<file path="src/include/tsr_pkg.sv">
// shared constants and types for the thermal status and identity registers
`default_nettype none
package tsr_pkg;

  localparam int unsigned TSR_WORD_W  = 16;
  localparam int unsigned TSR_TEMP_W  = 12;
  localparam int unsigned TSR_HYST_W  = 12;
  localparam int unsigned TSR_CMP_W   = 14;

  // temperature word fields
  localparam int unsigned TSR_CRIT_BIT  = 15;
  localparam int unsigned TSR_ABOVE_BIT = 14;
  localparam int unsigned TSR_BELOW_BIT = 13;
  localparam int unsigned TSR_SIGN_BIT = 12;
  localparam int unsigned TSR_VAL_HI   = 11;
  localparam int unsigned TSR_VAL_LO   = 1;
  localparam int unsigned TSR_RSV_BIT  = 0;

  // threshold word fields, lsb 0.25 degC
  localparam int unsigned TSR_THR_HI = 12;
  localparam int unsigned TSR_THR_LO = 2;

  // bus feature control fields
  localparam int unsigned TSR_TMO_BIT = 7;
  localparam int unsigned TSR_ARA_BIT = 0;

  localparam logic [15:0] TSR_TEMP_RST = 16'h0000;
  localparam logic [15:0] TSR_CTRL_RST = 16'h0000;

  // identity defaults, arbitrary values
  localparam logic [15:0] TSR_MAKER_DEF = 16'h5a5a;
  localparam logic [7:0]  TSR_PART_DEF  = 8'h3c;
  localparam logic [7:0]  TSR_REV_DEF   = 8'h07;

  typedef enum logic [1:0] {
    TSR_SEL_TEMP  = 2'b00,
    TSR_SEL_MAKER = 2'b01,
    TSR_SEL_PART  = 2'b10,
    TSR_SEL_CTRL  = 2'b11
  } tsr_sel_type;

  typedef struct packed {
    logic                  valid;
    logic [TSR_TEMP_W-1:0] temp;
  } tsr_conv_type;

  typedef struct packed {
    logic [15:0]           crit;
    logic [15:0]           upper;
    logic [15:0]           lower;
    logic [TSR_HYST_W-1:0] hyst;
  } tsr_thr_type;

  typedef struct packed {
    logic        wr;
    tsr_sel_type sel;
    logic [15:0] wdata;
  } tsr_req_type;

endpackage : tsr_pkg
`default_nettype wire

</file>
<file path="src/hw/tsr_regs.sv">
// thermal status, identity and bus feature control registers
`timescale 1ns/1ns
`default_nettype none
module tsr_regs
  import tsr_pkg::*;
#(
  parameter logic [15:0] MAKER_ID = TSR_MAKER_DEF,
  parameter logic [7:0]  PART_ID  = TSR_PART_DEF,
  parameter logic [7:0]  REV_ID   = TSR_REV_DEF
) (
  input  wire logic         clk,
  input  wire logic         arst_n,
  input  wire tsr_conv_type conv,
  input  wire tsr_thr_type  thr,
  input  wire logic         crit_lock,
  input  wire logic         window_lock,
  input  wire tsr_req_type  req,
  output var  logic [15:0]  rdata,
  output var  logic [15:0]  temperature_reading,
  output var  logic         bus_timeout_disable,
  output var  logic         alert_address_disable
);

  ////////////////////////////////////////////////////////////////////////////
  // reset release

  logic rst_meta;
  logic rst_n;

  always_ff @(posedge clk or negedge arst_n) begin
    if (!arst_n) begin
      rst_meta <= 1'b0;
      rst_n    <= 1'b0;
    end else begin
      rst_meta <= 1'b1;
      rst_n    <= rst_meta;
    end
  end

  ////////////////////////////////////////////////////////////////////////////
  // trip comparison

  logic signed [TSR_CMP_W-1:0] t_new;
  logic signed [TSR_CMP_W-1:0] t_old;
  logic signed [TSR_CMP_W-1:0] t_crit;
  logic signed [TSR_CMP_W-1:0] t_upper;
  logic signed [TSR_CMP_W-1:0] t_lower;
  logic signed [TSR_CMP_W-1:0] t_hyst;
  logic                        rising;
  logic                        falling;
  logic [15:0]                 next_temperature_reading;
  logic                        above_critical_flag;
  logic                        above_window_flag;
  logic                        below_window_flag;

  always_comb begin
    t_new   = $signed({{2{conv.temp[TSR_TEMP_W-1]}}, conv.temp});
    t_old   = $signed({{2{temperature_reading[TSR_SIGN_BIT]}},
                       temperature_reading[TSR_SIGN_BIT:TSR_VAL_LO]});
    t_crit  = $signed({{2{thr.crit[TSR_THR_HI]}}, thr.crit[TSR_THR_HI:TSR_THR_LO], 1'b0});
    t_upper = $signed({{2{thr.upper[TSR_THR_HI]}}, thr.upper[TSR_THR_HI:TSR_THR_LO], 1'b0});
    t_lower = $signed({{2{thr.lower[TSR_THR_HI]}}, thr.lower[TSR_THR_HI:TSR_THR_LO], 1'b0});
    t_hyst  = $signed({2'b00, thr.hyst});
    rising  = t_new > t_old;
    falling = t_new < t_old;
    above_critical_flag = temperature_reading[TSR_CRIT_BIT];
    above_window_flag   = temperature_reading[TSR_ABOVE_BIT];
    below_window_flag   = temperature_reading[TSR_BELOW_BIT];
    // flags from the new reading against the old reading and thresholds, hysteresis on a fall, held if unchanged, no event pin term
    if (rising) begin
      above_critical_flag = t_new >= t_crit;
      above_window_flag   = t_new > t_upper;
      below_window_flag   = t_new < t_lower;
    end else if (falling) begin
      above_critical_flag = t_new >= (t_crit - t_hyst);
      above_window_flag   = t_new > (t_upper - t_hyst);
      below_window_flag   = t_new < (t_lower - t_hyst);
    end
    next_temperature_reading = temperature_reading;
    if (conv.valid) begin
      // whole word in one load
      next_temperature_reading = {above_critical_flag, above_window_flag, below_window_flag,
                                  conv.temp, 1'b0};
    end
  end

  always_ff @(posedge clk or negedge rst_n) begin
    if (!rst_n) begin
      temperature_reading <= TSR_TEMP_RST;
    end else begin
      temperature_reading <= next_temperature_reading;
    end
  end

  ////////////////////////////////////////////////////////////////////////////
  // bus feature control

  logic ctrl_wr;
  logic next_bus_timeout_disable;
  logic next_alert_address_disable;

  always_comb begin
    ctrl_wr = req.wr && (req.sel == TSR_SEL_CTRL) && !(crit_lock || window_lock);
    next_bus_timeout_disable   = bus_timeout_disable;
    next_alert_address_disable = alert_address_disable;
    if (ctrl_wr) begin
      next_bus_timeout_disable   = req.wdata[TSR_TMO_BIT];
      next_alert_address_disable = req.wdata[TSR_ARA_BIT];
    end
  end

  always_ff @(posedge clk or negedge rst_n) begin
    if (!rst_n) begin
      bus_timeout_disable   <= TSR_CTRL_RST[TSR_TMO_BIT];
      alert_address_disable <= TSR_CTRL_RST[TSR_ARA_BIT];
    end else begin
      bus_timeout_disable   <= next_bus_timeout_disable;
      alert_address_disable <= next_alert_address_disable;
    end
  end

  ////////////////////////////////////////////////////////////////////////////
  // read path

  logic [15:0] next_rdata;

  always_comb begin
    unique case (req.sel)
      TSR_SEL_TEMP:  next_rdata = temperature_reading;
      TSR_SEL_MAKER: next_rdata = MAKER_ID;
      TSR_SEL_PART:  next_rdata = {PART_ID, REV_ID};
      TSR_SEL_CTRL: begin
        next_rdata = 16'h0000;
        next_rdata[TSR_TMO_BIT] = bus_timeout_disable;
        next_rdata[TSR_ARA_BIT] = alert_address_disable;
      end
    endcase
  end

  always_ff @(posedge clk or negedge rst_n) begin
    if (!rst_n) begin
      rdata <= 16'h0000;
    end else begin
      rdata <= next_rdata;
    end
  end
endmodule : tsr_regs
`default_nettype wire

</file>
<file path="config.mk">
export PLATFORM = sky130hd
export DESIGN_NAME = tsr_regs
export DESIGN_NICKNAME = d
export VERILOG_FILES = /design/src/include/tsr_pkg.sv /design/src/hw/tsr_regs.sv
export SDC_FILE = /design/constraint.sdc
export NUM_CORES = 1
export LEC_CHECK = 0
export BUFFER_PORTS_ARGS = -buffer_cell sky130_fd_sc_hd__buf_2
export CAP_MARGIN = 5
export CORE_ASPECT_RATIO = 1.1
export CORE_MARGIN = 3
export CORE_UTILIZATION = 59
export DETAILED_ROUTE_END_ITERATION = 8
export GPL_ROUTABILITY_DRIVEN = 0
export GPL_TIMING_DRIVEN = 0
export PLACE_DENSITY = 0.88
export SETUP_SLACK_MARGIN = 0.15
export SLEW_MARGIN = 15
export SYNTH_ARGS = -nofsm -noshare
export SYNTH_HDL_FRONTEND = slang
export SYNTH_SLANG_ARGS = --single-unit
</file>
<file path="constraint.sdc">
create_clock -name clk -period 1.55 [get_ports clk]
set_input_delay 0.3875 -clock clk [delete_from_list [all_inputs] [get_ports clk]]
set_output_delay 0.3875 -clock clk [all_outputs]
set_load 0.03 [all_outputs]
</file>
After elaboration in Yosys (flattened, before gate mapping)

Index checks and enable logic that the tools add are counted.
W data, S select, Z words.

Logic and storage cells: 35
Output and inout bits: 34
Register bits: 35
Input port bits: 96

Order comparisons: 8
Eq/ne operators: 3
Add/sub/neg operators: 3
Reduce and logical (&&, ||, !) cells: 7
Multiplexer cells: 7

Operator list:

| operator             | number |
|---|---|
| $pmux W16 S4         | 1 |
| $sub A12 B13 Y14     | 3 |
| $gt A12 B12 Y1       | 2 |
| $lt A12 B12 Y1       | 2 |
| $ge A12 B14 Y1       | 1 |
| $gt A12 B14 Y1       | 1 |
| $lt A12 B14 Y1       | 1 |
| $ge A12 B12 Y1       | 1 |
| $mux W1              | 6 |
| $eq A2 B2 Y1 const B | 2 |
| $eq A2 B1 Y1 const B | 1 |
| $logic_and A1 B1 Y1  | 2 |
| $logic_not A2 Y1     | 1 |
| $reduce_and A2 Y1    | 1 |
| $reduce_bool A2 Y1   | 1 |
| $logic_not A1 Y1     | 1 |
| $logic_or A1 B1 Y1   | 1 |

Depth between registers and ports, before layout

Depth in word-level cells: 4
Gate-level depth with buffers: 16
Depth with buffers taken out: 16

Worst setup path before layout

OpenSTA, ideal clock, no wires.

Kind: input -> register
From: input thr[1] (netlist bit)
To: register temperature_reading[14]
Setup slack: -1,931 ps
Library setup time: 120 ps
Data arrival time: 3,360 ps
Data required time: 1,430 ps
Path buffers: 0
Cell stages on the path: 16
Path through: inv_1 fa_1 a21oi_1 nor2b_1 o31a_1 o41ai_2 o21ai_1 a21oi_1 xnor2_1 ha_1 nand4_1 a21oi_1 or4b_1 mux2i_1 o211ai_1 o211a_1

Word-level cells in the longest chain between the ends: 4

Ends and longest elaborated chain:

| element                | line           | text |
|---|---|---|
| start: declaration     | tsr_regs.sv:14 | `input wire tsr_thr_type thr,` |
| $sub A12 B13 Y14       | tsr_regs.sv:76 | `above_window_flag = t_new > (t_upper - t_hyst);` |
| $gt A12 B14 Y1         | tsr_regs.sv:76 |  |
| $mux W1                | tsr_regs.sv:74 | `end else if (falling) begin` |
| $mux W1                | tsr_regs.sv:70 | `if (rising) begin` |
| end signal: assignment | tsr_regs.sv:91 | `temperature_reading <= next_temperature_reading;` |
| end: declaration       | tsr_regs.sv:19 | `output var logic [15:0] temperature_reading,` |

No other way between the ends. The select of a mux whose other input is x is not followed.
A chain may end at the register's enable or synchronous reset.

Worst setup path after layout

Same ends and word-level chain as after synthesis.

==> results by group <==
Worst setup path
  • Cell mode on critical path: a21oi_1
  • Critical path's slowest cell: or4b_1
  • Worst setup EP type: register
  • R2R cell count: 9
  • Required time worst endpoint: approximately 1.7 ns
  • Crit path depth: 17
  • CP Cell Sequence: buf_8 > clkinvlp_4 > fa_2 > a21oi_2 > nor2b_2 > o31a_1 > o41ai_4 > o21ai_1 > a21oi_1 > xnor2_1 > ha_1 > nand4_1 > a21oi_1 > or4b_1 > mux2i_1 > o211ai_1 > o211a_1
  • Arr. time, crit path: 3.67 ns
  • Setup CP Type: input pin to register
  • Worst Path Max Fanout: 4
  • Type of origin of the critical path: input pin
  • CP peak stage delay: 0.50 ns
  • Delay-heaviest family, CP: compound AO/OA/AOI/OAI gates
  • Bufs and invs on worst path: 2

Cells and area
  • Layout Utilization: about three quarters
  • Fillers: 629
  • Area added between synthesis and finish: 21.3%
  • Most common cell after layout, fill and taps aside: ha_1
  • # diodes: 0
  • Share of layout cells above drive strength 1: 22.9%
  • Nets: roughly 940
  • Commonest cells after routing, fill and taps aside: ha_1 (124), buf_2 (97), inv_1 (67)

Detailed routing
  • Wire per inst: 16.4 µm
  • Total length of routed wires: 13.6 mm
  • Via count of the routed design: just under 5000
  • ANT nets after route: 0
  • 1st-pass router iterations: 5
  • Via/cell ratio: around 6.0
  • Remaining DRCs: 0
  • Initial DRC Count: 234

Floorplan
  • Die X: 92.9 µm
  • Die height: 102 µm
  • CORE AREA: 8000 µm²
  • Io pins: between 100 and 150
  • Cell Rows: 34
  • Die Footprint: 9440 µm²
  • Starting Density: 61.3%

Pwr
  • Sw frac: 42.6%
  • Lkg Pwr: between 3 and 4 nW
  • Flop pwr share: approximately 27%
  • Maximum vdd drop: roughly 0.39 mV
  • Net Switching: 1.71 mW
  • Clk network pwr share: approximately 15%
  • P_int: around 2.3 mW
  • Pwr Density: 673 nW/µm²
  • Combinational share of power: 57.5%

STA
  • Final hold viol count: 0
  • Worst Skew: 0.00266 ns
  • PnR worst setup slack: -1.95 ns
  • Slew Viols, Final: 0
  • Slew @ Worst Pin: 0.727 ns
  • Fin crit share: 226%
  • RSZ-0062 raised after global routing: true
  • Post-layout minimum cycle time: between 3 and 4 ns
  • Rel. slew slack: 51.1%
  • Setup violators final: 3
  • WHS: 0.305 ns
  • Fmax: 0.286 GHz

Clock tree
  • Clk Latency, worst-skew pair: 0.28 ns
  • Num CTS Buffers: 5
  • CTS Sinks: 35
  • CTS tree: yes
  • Htree depth: 2
  • Longest Clk Path Bufs: 2
  • CTS clk-pin slew, worst paths: 0.06 ns
  • CTS Root Buffer Type: clkbuf_8

Synth
  • Top cell type's share of synthesized area: 31.6%
  • Post-synth top flop: dfrtp_1
  • Largest area contributor in the synthesized netlist: ha_1
  • Post-Syn Area: 4900 µm²
  • Syn_area_per_cell: 8.31 µm²
  • Synth warn: 0
  • Main area contributors after synthesis: ha_1 (32%), dfrtp_1 (18%), inv_1 (5.3%)
  • Cells after Synth: 590
  • Fraction of registers with async set/reset: 100%
  • EDFF count, synth: 0
  • #FFs+latches synth: 35
  • Post-synthesis sequential area ratio: 17.9%
  • Synth unique cells: slightly below 60
  • Post-Syn Nets: 813

Worst hold path
  • HP Class: register to async pin

Placed design
  • Detailed Place HPWL: 10.8 mm
  • Count of buffers from port buffering: 99

Global route
  • Vias in the first global route: 5070
  • Largest net degree at the start of global routing: 34
  • Global-route wire length before repair: 21.5 mm
  • Overall Global Routing Usage: approximately 28%
  • Remaining Overflow, GRT: 0
  • Initial antenna violation count: 0

Run status
  • Status: complete, but fails checks
  • Failing checks: negative setup slack

Job
  • Max cap viols: 0
==> state kept, by name, summed over array words and instances (netlist names) <==
register               count
alert_address_disable      1
rst_meta                   1
bus_timeout_disable        1
rdata                     16
rst_n                      1
temperature_reading       15
==> synth_stat cells (7+ instances only) <==
library cell and instances:
ha_1 124, nor3_1 9, dfrtp_1 35, nand2_1 52, nand4_1 16, nor2b_1 11, a211oi_1 7, a21o_1 17
nand2b_1 16, xor2_1 12, nand3_1 9, o21a_1 9, inv_1 69, a21oi_1 44, nor2_1 25, o21ai_0 36
xnor2_1 17
==> layout make-up <==
| cell class | count | area (µm²) | share of cell area, % |
|---|---|---|---|
| flip-flops and latches | 35 | 877 | 14.7 |
| plain buffers | 6 | 36.3 | 0.610 |
| clock buffers | 7 | 76.3 | 1.28 |
| clock inverters | 1 | 5.00 | 0.0842 |
| repair buffers | 121 | 683 | 11.5 |
| well taps | 108 | 135 | 2.27 |
| multi-input cells | 480 | 3870 | 65.1 |
| inverters | 69 | 263 | 4.42 |
==> metrics by stage <==
step	total power [mW]	TNS [ns]	instances	worst slack (ns)	instance area, µm²
after global placement	3.06	-6.51	797	-2.31	5560
after CTS	3.92	-5.13	823	-1.90	5880
after detailed placement	3.19	-7.33	797	-2.40	5560
after floorplan	2.57	-4.86	590	-1.85	4920
after global routing	4.30	-6.06	827	-2.11	5950
final	4.01	-5.58	827	-1.95	5950
==> worst register-to-register path, stage by stage, from the launching register on <==
cell and delay (ns):
dfrtp_1 0.38, inv_1 0.09, ha_1 0.34, nand4_1 0.18, o21bai_1 0.20, o31ai_2 0.11, o2111ai_1 0.12, o21ai_2 0.16
or4_1 0.58, o211a_1 0.15
==> power by group through the flow <==
stage | registers [mW] | clock network (mW) | logic, mW
floorplan | 1.30 | 0 | 1.28
global placement | 1.10 | 0 | 1.96
detailed placement | 1.11 | 0 | 2.08
CTS | 1.09 | 0.616 | 2.21
global route | 1.11 | 0.656 | 2.54
finish | 1.09 | 0.613 | 2.30
==> cells by family after synthesis <==
family / after synthesis / share of synthesized area (%)
buffers and inverters: 75 / 5.97
adders and majority gates: 127 / 32.9
xor gates and xnor gates: 29 / 5.18
AOI/OAI and AO/OA: 153 / 20.0
and+or+nand+nor: 164 / 16.9
other: 2 / 0.153
DFF: 35 / 17.9
muxes: 5 / 1.10
==> final timing paths <==
path	end	start	slack, ns
setup reg to reg	temperature_reading[14]$_DFFE_PN0P_	temperature_reading[12]$_DFFE_PN0P_	-0.86
hold / removal	rdata[4]$_DFF_PN0_	rst_n$_DFF_PN0_	0.30
max in group asynchronous	temperature_reading[14]$_DFFE_PN0P_	rst_n$_DFF_PN0_	0.82
setup / recovery	temperature_reading[14]$_DFFE_PN0P_	thr[1]	-1.95
min in group clk	alert_address_disable$_DFFE_PN0P_	req[0]	0.34
hold reg to reg	rdata[4]$_DFF_PN0_	rst_n$_DFF_PN0_	0.30
==> per-layer routing <==
metal	global-route usage, %	part of all wire [%]	vias up
met5	0	0	-
met4	15.8	5.2	0
met3	2.45	4.8	55
met2	56.1	51	193
met1	28.6	39	2327
li1	-	-	2376
==> what timing repair did <==
| item | in CTS | in global routing |
|---|---|---|
| gates resized for setup | 27 | 11 |
| cloned | 0 | 0 |
| setup buffers | 17 | 4 |
| pin swaps | 16 | 15 |
| endpoints found under the setup margin | 4 | 4 |
| hold endpoints to repair | 2 | 0 |
| hold buffers | 1 | 0 |
(Power assumes the default switching activity.)
